--- config.mk ---
export PLATFORM = sky130hd
export DESIGN_NAME = atcr_timer
export DESIGN_NICKNAME = d
export VERILOG_FILES = /design/src/atcr_edge.v /design/src/atcr_timer.v
export VERILOG_INCLUDE_DIRS = /design/src
export SDC_FILE = /design/constraint.sdc
export NUM_CORES = 1
export LEC_CHECK = 0
export BUFFER_PORTS_ARGS = -buffer_cell sky130_fd_sc_hd__buf_4
export CORE_ASPECT_RATIO = 1.2
export CORE_MARGIN = 4
export CORE_UTILIZATION = 30
export DETAILED_ROUTE_END_ITERATION = 8
export PLACE_DENSITY_LB_ADDON = 0.05
export SETUP_SLACK_MARGIN = 0.2
export SYNTH_ARGS = -nofsm -noshare
export SYNTH_HDL_FRONTEND = slang
export SYNTH_SLANG_ARGS = --single-unit
--- constraint.sdc ---
create_clock -name pclk -period 5.6 [get_ports pclk]
set_clock_uncertainty 0.05 [all_clocks]
set_input_delay 0.28 -clock pclk [delete_from_list [all_inputs] [get_ports pclk]]
set_output_delay 0.28 -clock pclk [all_outputs]
set_load 0.05 [all_outputs]
--- src/atcr_map.vh ---
// Register map and field positions of the auxiliary timer block.
// Assumes a 32-bit APB slave with one aligned word per register.
`ifndef ATCR_MAP_VH
`define ATCR_MAP_VH

// ****************************************
// Register byte addresses
// ****************************************
`define ATCR_CTRL_ADDR    12'h000
`define ATCR_MODE_ADDR    12'h004
`define ATCR_CNT_ADDR     12'h008
`define ATCR_CAP_ADDR     12'h00c
`define ATCR_PWR_ADDR     12'h010
`define ATCR_MASK_ADDR    12'h014

// ****************************************
// Control register fields
// ****************************************
`define ATCR_CRL_BIT      0
`define ATCR_CT_BIT       1
`define ATCR_RUN_BIT      2
`define ATCR_EXEN_BIT     3
`define ATCR_TX_CLOCK_SELECT_BIT     4
`define ATCR_RCLK_BIT     5
`define ATCR_EXF_BIT      6
`define ATCR_OVF_BIT      7

// ****************************************
// Other fields and reset values
// ****************************************
`define ATCR_DOWN_COUNT_ENABLE_BIT     0
`define ATCR_RCLKB_BIT    0
`define ATCR_TCLKB_BIT    1
`define ATCR_CTRL_RST     8'h00
`define ATCR_CNT_RST      16'h0000
`define ATCR_MASK_RST     2'h0

// ****************************************
// Timing counts
// ****************************************
`define ATCR_TICK_DIV     4'hb

`endif

--- src/atcr_edge.v ---
// Falling edge detector for a pin input.
// Assumes the pin is synchronous to pclk and sampled only on enable.
`timescale 1ns/100ps
`default_nettype none
module atcr_edge (
    // Clock and reset
    input  wire pclk,
    input  wire presetn,
    // Sampling
    input  wire sample_en,
    input  wire pin,
    // Result
    output wire fall
);
    reg prev_reg;
    reg cur_reg;

    always @(posedge pclk or negedge presetn) begin
        if (!presetn) begin
            prev_reg <= 1'b1;
            cur_reg  <= 1'b1;
        end else if (sample_en) begin
            prev_reg <= cur_reg;
            cur_reg  <= pin;
        end
    end

    // High in one sample and low in the next one.
    assign fall = sample_en & prev_reg & ~cur_reg;
endmodule
`default_nettype wire

--- src/atcr_timer.v ---
// Auxiliary 16-bit timer/counter with capture, auto-reload and baud clock modes.
// Assumes an APB master on pclk and pins synchronous to pclk.
`timescale 1ns/100ps
`default_nettype none
`include "atcr_map.vh"
module atcr_timer (
    // APB clock and reset
    input  wire        pclk,
    input  wire        presetn,
    // APB slave
    input  wire        psel,
    input  wire        penable,
    input  wire        pwrite,
    input  wire [11:0] paddr,
    input  wire [31:0] pwdata,
    output reg  [31:0] prdata,
    output reg         pready,
    output reg         pslverr,
    // Pins
    input  wire        event_count_pin,
    input  wire        trigger_pin,
    // Other timer overflow pulse
    input  wire        other_timer_ovf,
    // Serial port baud clocks
    output reg         port_a_rx_clk,
    output reg         port_a_tx_clk,
    output reg         port_b_rx_clk,
    output reg         port_b_tx_clk,
    // Interrupt
    output reg         irq
);
    // ****************************************
    // Registers
    // ****************************************
    reg  [7:0]  aux_timer_control_reg;
    reg         down_count_enable_reg;
    reg  [1:0]  power_control_reg;
    reg  [1:0]  irq_mask_reg;
    reg  [15:0] count_reg;
    reg  [15:0] capture_reload_reg;
    reg  [3:0]  tick_div_reg;
    reg         tick_reg;

    wire capture_reload_select = aux_timer_control_reg[`ATCR_CRL_BIT];
    wire count_source_select   = aux_timer_control_reg[`ATCR_CT_BIT];
    wire run_bit               = aux_timer_control_reg[`ATCR_RUN_BIT];
    wire ext_trigger_enable    = aux_timer_control_reg[`ATCR_EXEN_BIT];
    wire tx_clock_select       = aux_timer_control_reg[`ATCR_TX_CLOCK_SELECT_BIT];
    wire rx_clock_select       = aux_timer_control_reg[`ATCR_RCLK_BIT];
    wire overflow_flag         = aux_timer_control_reg[`ATCR_OVF_BIT];
    wire ext_trigger_flag      = aux_timer_control_reg[`ATCR_EXF_BIT];
    wire rx_clock_select_port_b = power_control_reg[`ATCR_RCLKB_BIT];
    wire tx_clock_select_port_b = power_control_reg[`ATCR_TCLKB_BIT];

    // ****************************************
    // Machine cycle divider
    // ****************************************
    // With CT clear the count advances once per machine cycle, a twelfth of pclk; with CT set it advances on event pin falls.
    always @(posedge pclk or negedge presetn) begin
        if (!presetn) begin
            tick_div_reg <= 4'h0;
            tick_reg     <= 1'b0;
        end else if (tick_div_reg == `ATCR_TICK_DIV) begin
            tick_div_reg <= 4'h0;
            tick_reg     <= 1'b1;
        end else begin
            tick_div_reg <= tick_div_reg + 4'h1;
            tick_reg     <= 1'b0;
        end
    end

    // ****************************************
    // Pin edges
    // ****************************************
    wire event_fall;
    wire trigger_fall;

    atcr_edge u_event_edge (
        .pclk      (pclk),
        .presetn   (presetn),
        .sample_en (tick_reg),
        .pin       (event_count_pin),
        .fall      (event_fall)
    );

    atcr_edge u_trigger_edge (
        .pclk      (pclk),
        .presetn   (presetn),
        .sample_en (tick_reg),
        .pin       (trigger_pin),
        .fall      (trigger_fall)
    );

    // ****************************************
    // Counter core
    // ****************************************
    wire baud_mode = rx_clock_select | tx_clock_select |
                     rx_clock_select_port_b | tx_clock_select_port_b;
    wire reload_mode = baud_mode | ~capture_reload_select;
    wire count_en = run_bit & (count_source_select ? event_fall : tick_reg);
    // Direction follows the trigger pin only in plain reload mode.
    wire count_down = ~baud_mode & ~capture_reload_select &
                      down_count_enable_reg & ~trigger_pin;
    wire use_trigger_dir = ~baud_mode & ~capture_reload_select & down_count_enable_reg;
    wire trig_evt = ext_trigger_enable & trigger_fall & ~use_trigger_dir;
    wire up_wrap   = count_en & ~count_down & (count_reg == 16'hffff);
    wire down_wrap = count_en & count_down & (count_reg == capture_reload_reg);
    wire overflow  = up_wrap | down_wrap;

    reg [15:0] count_next;
    reg [15:0] capture_next;
    always @* begin
        count_next   = count_reg;
        capture_next = capture_reload_reg;
        if (count_en) begin
            if (count_down) begin
                count_next = count_reg - 16'h0001;
            end else begin
                count_next = count_reg + 16'h0001;
            end
        end
        if (up_wrap && reload_mode) begin
            count_next = capture_reload_reg;
        end
        if (down_wrap) begin
            count_next = 16'hffff;
        end
        if (trig_evt && !baud_mode) begin
            if (capture_reload_select) begin
                capture_next = count_reg;
            end else begin
                count_next = capture_reload_reg;
            end
        end
    end

    // ****************************************
    // APB access
    // ****************************************
    wire acc     = psel & penable;
    wire wr      = acc & pwrite;
    wire mapped  = (paddr == `ATCR_CTRL_ADDR) | (paddr == `ATCR_MODE_ADDR) |
                   (paddr == `ATCR_CNT_ADDR) | (paddr == `ATCR_CAP_ADDR) |
                   (paddr == `ATCR_PWR_ADDR) | (paddr == `ATCR_MASK_ADDR);
    wire wr_ctrl = wr & (paddr == `ATCR_CTRL_ADDR);

    // Hardware set wins over a software clear in the same cycle.
    wire set_ovf = overflow & ~baud_mode;
    wire set_exf = trig_evt;
    wire ovf_next = set_ovf | (wr_ctrl ? pwdata[`ATCR_OVF_BIT] : overflow_flag);
    wire exf_next = set_exf | (wr_ctrl ? pwdata[`ATCR_EXF_BIT] : ext_trigger_flag);

    always @(posedge pclk or negedge presetn) begin
        if (!presetn) begin
            aux_timer_control_reg <= `ATCR_CTRL_RST;
            down_count_enable_reg <= 1'b0;
            power_control_reg     <= 2'h0;
            irq_mask_reg          <= `ATCR_MASK_RST;
            count_reg             <= `ATCR_CNT_RST;
            capture_reload_reg    <= `ATCR_CNT_RST;
            pready                <= 1'b0;
            pslverr               <= 1'b0;
            prdata                <= 32'h0000_0000;
        end else begin
            count_reg          <= count_next;
            capture_reload_reg <= capture_next;
            aux_timer_control_reg[`ATCR_OVF_BIT] <= ovf_next;
            aux_timer_control_reg[`ATCR_EXF_BIT] <= exf_next;
            if (wr_ctrl) begin
                aux_timer_control_reg[5:0] <= pwdata[5:0];
            end
            if (wr && paddr == `ATCR_MODE_ADDR) begin
                down_count_enable_reg <= pwdata[`ATCR_DOWN_COUNT_ENABLE_BIT];
            end
            if (wr && paddr == `ATCR_PWR_ADDR) begin
                power_control_reg <= pwdata[1:0];
            end
            if (wr && paddr == `ATCR_MASK_ADDR) begin
                irq_mask_reg <= pwdata[1:0];
            end
            // Software writes win over counting so a preset is never lost.
            if (wr && paddr == `ATCR_CNT_ADDR) begin
                count_reg <= pwdata[15:0];
            end
            if (wr && paddr == `ATCR_CAP_ADDR) begin
                capture_reload_reg <= pwdata[15:0];
            end
            // No wait state: answer in the first access cycle.
            pready  <= psel & ~penable;
            pslverr <= psel & ~penable & ~mapped;
            prdata  <= 32'h0000_0000;
            if (psel && !penable && !pwrite) begin
                case (paddr)
                    `ATCR_CTRL_ADDR: prdata <= {24'h000000, aux_timer_control_reg};
                    `ATCR_MODE_ADDR: prdata <= {31'h00000000, down_count_enable_reg};
                    `ATCR_CNT_ADDR:  prdata <= {16'h0000, count_reg};
                    `ATCR_CAP_ADDR:  prdata <= {16'h0000, capture_reload_reg};
                    `ATCR_PWR_ADDR:  prdata <= {30'h00000000, power_control_reg};
                    `ATCR_MASK_ADDR: prdata <= {30'h00000000, irq_mask_reg};
                    default:         prdata <= 32'h0000_0000;
                endcase
            end
        end
    end

    // ****************************************
    // Baud clocks and interrupt
    // ****************************************
    always @(posedge pclk or negedge presetn) begin
        if (!presetn) begin
            port_a_rx_clk <= 1'b0;
            port_a_tx_clk <= 1'b0;
            port_b_rx_clk <= 1'b0;
            port_b_tx_clk <= 1'b0;
            irq           <= 1'b0;
        end else begin
            port_a_rx_clk <= rx_clock_select ? overflow : other_timer_ovf;
            port_a_tx_clk <= tx_clock_select ? overflow : other_timer_ovf;
            port_b_rx_clk <= rx_clock_select_port_b ? overflow : other_timer_ovf;
            port_b_tx_clk <= tx_clock_select_port_b ? overflow : other_timer_ovf;
            irq <= (ovf_next & irq_mask_reg[0]) | (exf_next & irq_mask_reg[1]);
        end
    end
endmodule
`default_nettype wire

---- Word-level counts from Yosys, hierarchy flattened ----
Index checks and enable logic that the tools add are counted.
cells by class
  add/sub/neg operators ................... 3
  equality and inequality tests ........... 8
  muxes and demuxes ....................... 21
  bitwise logic cells ..................... 44
  reductions and logical operators ........ 16
operators by type and width
  cell                     number
  $mux W16                 11
  $pmux W16 S6             1
  $eq A12 B4 Y1 const B    2
  $eq A12 B5 Y1 const B    2
  $and A1 B1 Y1            22
  $add A16 B1 Y16 const B  1
  $eq A16 B16 Y1           1
  $eq A16 B16 Y1 const B   1
  $sub A16 B1 Y16 const B  1
  $or A1 B1 Y1             13
  $eq A12 B3 Y1 const B    1
  $logic_not A12 Y1        1
  $logic_and A1 B1 Y1      9
  $not A1 Y1               9
  $mux W1                  8
  $add A4 B1 Y4 const B    1
  $eq A4 B4 Y1 const B     1
  $mux W4                  1
  $reduce_bool A2 Y1       2
  $logic_not A1 Y1         3
  $reduce_and A2 Y1        1
storage, ports and cells
  bits in registers ....................... 93
  bits of input ports ..................... 52
  output and inout bits ................... 39
  logic and storage cells ................. 113

---- Depth between registers and ports, before layout ----
  depth in word-level cells ............... 16
  gate-level depth with buffers ........... 11
  mapped depth without buffers ............ 11

---- By module ----
From an unflattened synthesis, not the netlist that was laid out.
unflattened totals
  cells, all modules ...................... 508
  area total of the unflattened synthesis .. 4713.3 um2
modules (own cells, without submodules)
  module      instances  cells an instance  area each (um2)  sequential area each (um2)
  atcr_timer  1          498                4543.1           1826.8
  atcr_edge   2          5                  85.1             52.6

---- Worst setup path after synthesis ----
No wires, ideal clock.
  path kind ............................... register to register
  start ................................... register power_control_reg[1]
  end ..................................... register count_reg[12]
  setup time .............................. 0.121 ns
  arrival ................................. 3.450 ns
  required time ........................... 5.429 ns
  path slack .............................. 1.979 ns
  cell stages (with the launch flop) ...... 12
  path buffers ............................ 0
  period minus slack after synthesis ...... 3.621 ns
  cells stage by stage .................... dfrtp_1 > or4_1 > nor3b_1 > and2b_1 > ha_1 > a211oi_1 > o21ai_0 > a31oi_1 > nor2_1 > o311a_1 > o31a_1 > o22a_1
on the way
  word-level cells in the longest chain between the ends .. 14
  elaborated cells between the ends (all ways) .. 23
  classes of those cells .................. mux (7); bitwise (13); reduce/logical (3)
ends and longest elaborated chain
  item                        line                                text
  from (decl)                 atcr_timer.v:37                     reg [1:0] power_control_reg;
  from (signal assigned)      atcr_timer.v:176                    power_control_reg <= pwdata[1:0];
  $or A1 B1 Y1 *              atcr_timer.v:98                     rx_clock_select_port_b | tx_clock_select_port_b;
  $not A1 Y1                  atcr_timer.v:102, atcr_timer.v:104
  $and A1 B1 Y1 (2 in a row)  atcr_timer.v:102, atcr_timer.v:104
  $and A1 B1 Y1               atcr_timer.v:103                    down_count_enable_reg & ~trigger_pin;
  $not A1 Y1                  atcr_timer.v:106                    wire up_wrap = count_en & ~count_down & (count_reg == 16'hffff);
  $and A1 B1 Y1 (2 in a row)  atcr_timer.v:106
  $logic_and A1 B1 Y1         atcr_timer.v:122                    if (up_wrap && reload_mode) begin
  $mux W16                    atcr_timer.v:122
  $mux W16                    atcr_timer.v:125                    if (down_wrap) begin
  $mux W16                    atcr_timer.v:129                    if (capture_reload_select) begin
  $mux W16 *                  atcr_timer.v:128                    if (trig_evt && !baud_mode) begin
  $mux W16 *                  atcr_timer.v:182                    if (wr && paddr == `ATCR_CNT_ADDR) begin
  to (signal assigned)        atcr_timer.v:159                    count_reg <= `ATCR_CNT_RST;
  to (signal assigned)        atcr_timer.v:165                    count_reg <= count_next;
  to (signal assigned)        atcr_timer.v:183                    count_reg <= pwdata[15:0];
  to (decl)                   atcr_timer.v:39                     reg [15:0] count_reg;
Mark *: on every way between the ends. The rest lies on a longest branch, timed or not.
A chain may end at the register's enable or synchronous reset.

---- Worst setup path in the final report ----
  start ................................... register aux_timer_control_reg[5]
  end ..................................... register count_reg[12]
on the way
  word-level cells in the longest chain between the ends .. 16
  elaborated cells between the ends (all ways) .. 25
  classes of those cells .................. mux (7); bitwise (15); reduce/logical (3)
ends and longest elaborated chain
  item                               line                                text
  from (decl)                        atcr_timer.v:35                     reg [7:0] aux_timer_control_reg;
  from (signal assigned)             atcr_timer.v:155                    aux_timer_control_reg <= `ATCR_CTRL_RST;
  from (signal, indexed assignment)  atcr_timer.v:167                    aux_timer_control_reg[`ATCR_OVF_BIT] <= ovf_next;
  from (signal, indexed assignment)  atcr_timer.v:168                    aux_timer_control_reg[`ATCR_EXF_BIT] <= exf_next;
  $or A1 B1 Y1 * (2 in a row)        atcr_timer.v:97                     wire baud_mode = rx_clock_select | tx_clock_select |
  $or A1 B1 Y1 *                     atcr_timer.v:98
  $not A1 Y1                         atcr_timer.v:102, atcr_timer.v:104
  $and A1 B1 Y1 (2 in a row)         atcr_timer.v:102, atcr_timer.v:104
  $and A1 B1 Y1                      atcr_timer.v:103
  $not A1 Y1                         atcr_timer.v:106
  $and A1 B1 Y1 (2 in a row)         atcr_timer.v:106
  $logic_and A1 B1 Y1                atcr_timer.v:122
  $mux W16                           atcr_timer.v:122
  $mux W16                           atcr_timer.v:125
  $mux W16                           atcr_timer.v:129
  $mux W16 *                         atcr_timer.v:128
  $mux W16 *                         atcr_timer.v:182
Marked as above.

==> summary.txt <==
Crit Path Class - flip-flop to flip-flop
Slew Viols, Final - 0
largest net degree at the start of global routing - 78
min Tclk post-route - 4.32 ns
Final Wtd Congestion - 0.829
post-synthesis cell count - 481
Longest Clk Path Bufs - 2
DRC errors left - 0
Fin Hold WS - 0.0413 ns
Antenna Nets Post-Route - 0
clock insertion delay at the later pin of the skew report - 0.35 ns
CTS tree - done
vias in the first global route - 3889
capture point of the worst reg-to-reg path - count_reg[12]
most used flip-flop cell after synthesis - dfrtp_1
Port Buffer Count - 58
crit path buf inv count - 0
synthesis-stage register bit count - 77
Required @ worst endpoint - 5.79 ns
Area Growth Syn to Fin - 18.7%
final worst-path cycle share - 77.2%
endpoint class of the critical path - flip-flop
outcome - finished, final reports clean
Setup Slack @ Placement - 1.28 ns
Ys Warns - 0
upper clock frequency limit - 231 MHz
FF-to-FF path depth - 11
Root Driver - clkbuf_16
RSZ-0062 raised after global routing - no
Top delay family on crit path - compound AO/OA/AOI/OAI gates
Netlist cell types - 65
P per Cell Area - 235 nW/um^2
H-tree Lvls - 3
CP cell instances - or4_1 -> nor3b_1 -> and2b_1 -> ha_1 -> a211oi_1 -> o21ai_0 -> a31oi_1 -> nor2_1 -> o311a_1 -> o31a_1 -> o22a_1
Stages on worst setup path - 11
maxcap violations - 0
DR pass1 iterations - 4
most common cell after layout, fill and taps aside - dfrtp_1
register-to-register setup slack - 1.28 ns
Vias - 3743
commonest cells after routing, fill and taps aside - dfrtp_1, nor2_1, buf_4, a21oi_1, mux2i_1
Total Power - 1.32 mW
grt ovf - 0
WL final - 13900 um
Core Util, Final - 36.9%
wire length per cell - 18.8 um
initial antenna violation count - 0
Boundary Pins - 91
die footprint - 17800 um^2
cts hold-fix bufs - 0
number of fillers in the final layout - 1614
CP peak stage delay - 0.67 ns
CP max stage cell - and2b_1
1st-iter DRT viols - 210
post-cts sizing count - 0
worst-path fanout max - 18
min-delay worst type - input pin to asynchronous set/reset pin
CTS Buf Count - 9
Clock Sink Count - 77
DR vias/cell - 5.04
Syn Std Cell Area - 4720 um^2
ratio of cells with drive above 1 in the final layout - 21.2%
Post-CTS Setup Inserts - 0
Slew headroom - 23.0%
total negative slack - 0 ns
final setup fails - 0
Die Wd - 123 um
n_diodes - 0
Syn Area/Cell - 9.82 um^2
Initial Util - 31.1%
Synth async-reset ratio - 100%
Worst-path clk slew - 0.06 ns
Post-synth EDFFs - 0
Static Leak - 2.61 nW
Seq/Total Area, Yosys - 40.9%
HPWL Detailed - 9870 um
Worst Setup Start Kind - flip-flop
Total Routing Usage GR - 16.3%
first-pass GRT wire length - 22200 um
core box area - 15200 um^2
Nets - 601
Worst VDD drop - 0.000125 V
# rows - 49
worst slew pin tran - 1.15 ns
critical path arrival - 4.51 ns
die height - 145 um
final worst setup slack - 1.28 ns
Final Hold Fails - 0
RR Startpoint - aux_timer_control_reg[5]
where the power goes:
group          switching [mW]  total, mW  leakage [nW]  internal [mW]
logic                  0.0595     0.0846          1.49         0.0251
clock network           0.251      0.667         0.162          0.416
registers             0.00294      0.565         0.958          0.562
total                   0.313       1.32          2.61           1.00
kinds of logic (layout without fill, tap and decap cells):
kind of cell / count (synthesis) / after routing / synth area share (%)
xor gates and xnor gates: 30 / 30 / 5.56
and+or+nand+nor: 144 / 144 / 15.0
muxes: 53 / 53 / 11.9
DFF: 77 / 77 / 40.9
other: 1 / 16 / 0.0794
AOI/OAI and AO/OA: 119 / 119 / 17.0
buffers and inverters: 41 / 83 / 5.22
adders and majority gates: 16 / 16 / 4.40
worst max path at each step:
| stage | from | endpoint | slack [ns] |
|---|---|---|---|
| after floorplan | power_control_reg[1] | count_reg[12] | 1.98 |
| after global placement | aux_timer_control_reg[5] | count_reg[12] | 1.26 |
| after CTS | aux_timer_control_reg[5] | count_reg[12] | 1.27 |
| after detailed placement | aux_timer_control_reg[5] | count_reg[12] | 1.28 |
| final | aux_timer_control_reg[5] | count_reg[12] | 1.28 |
| after global routing | aux_timer_control_reg[5] | count_reg[12] | 1.00 |
area by class of cell:
class	count	area [um^2]	share of cell area (%)
multi-input cells	378	2600	46.4
clock inverters	5	81.3	1.45
inverters	5	18.8	0.335
flip-flops and latches	77	1930	34.5
repair buffers	62	465	8.30
well taps	204	255	4.55
clock buffers	11	253	4.51
worst register-to-register path: cells and delay by family (launching register included):
| kind | cells | cell delay (ns) |
|---|---|---|
| AND/OR/NAND/NOR | 4 | 1.59 |
| adder cells (fa/ha/maj) | 1 | 0.43 |
| flip-flops | 1 | 0.47 |
| AO/OA/AOI/OAI | 6 | 1.67 |
metal layers:
metal	global-route usage [%]	wire length (um)	up-vias
met4	5.94	239	0
met2	27.6	7160	58
met5	0	0	-
li1	-	-	1827
met1	20.9	6140	1844
met3	2.41	403	14
through the flow:
step,cell area [um^2],cells
6_report,5610,742
5_1_grt,5610,742
4_1_cts,5610,742
3_5_place_dp,5270,726
3_3_place_gp,5270,726
2_1_floorplan,4780,496
cells in the mapped netlist, drive strengths merged, types with 3 or more instances:
cell | instances | area share [%]
a222oi | 7 | 1.5
a211oi | 5 | 0.79
mux2i | 32 | 6.8
xor2 | 11 | 2.0
a21o | 9 | 1.5
o21ai | 15 | 1.6
nand2b | 7 | 0.93
dfstp | 4 | 2.2
a31oi | 9 | 1.2
nand2 | 29 | 2.5
xnor2 | 19 | 3.5
nand3 | 8 | 0.85
clkbuf | 9 | 0.74
o21a | 7 | 1.1
a22oi | 9 | 1.4
and2 | 4 | 0.56
dfrtp | 73 | 39
nand4 | 8 | 1.1
nor3 | 4 | 0.66
inv | 5 | 0.40
o31a | 3 | 0.56
nor2 | 65 | 5.2
a21oi | 35 | 3.7
and3 | 3 | 0.42
nor4 | 5 | 0.98
buf | 27 | 4.1
mux2 | 21 | 5.1
ha | 15 | 4.0
(Power assumes the default switching activity.)
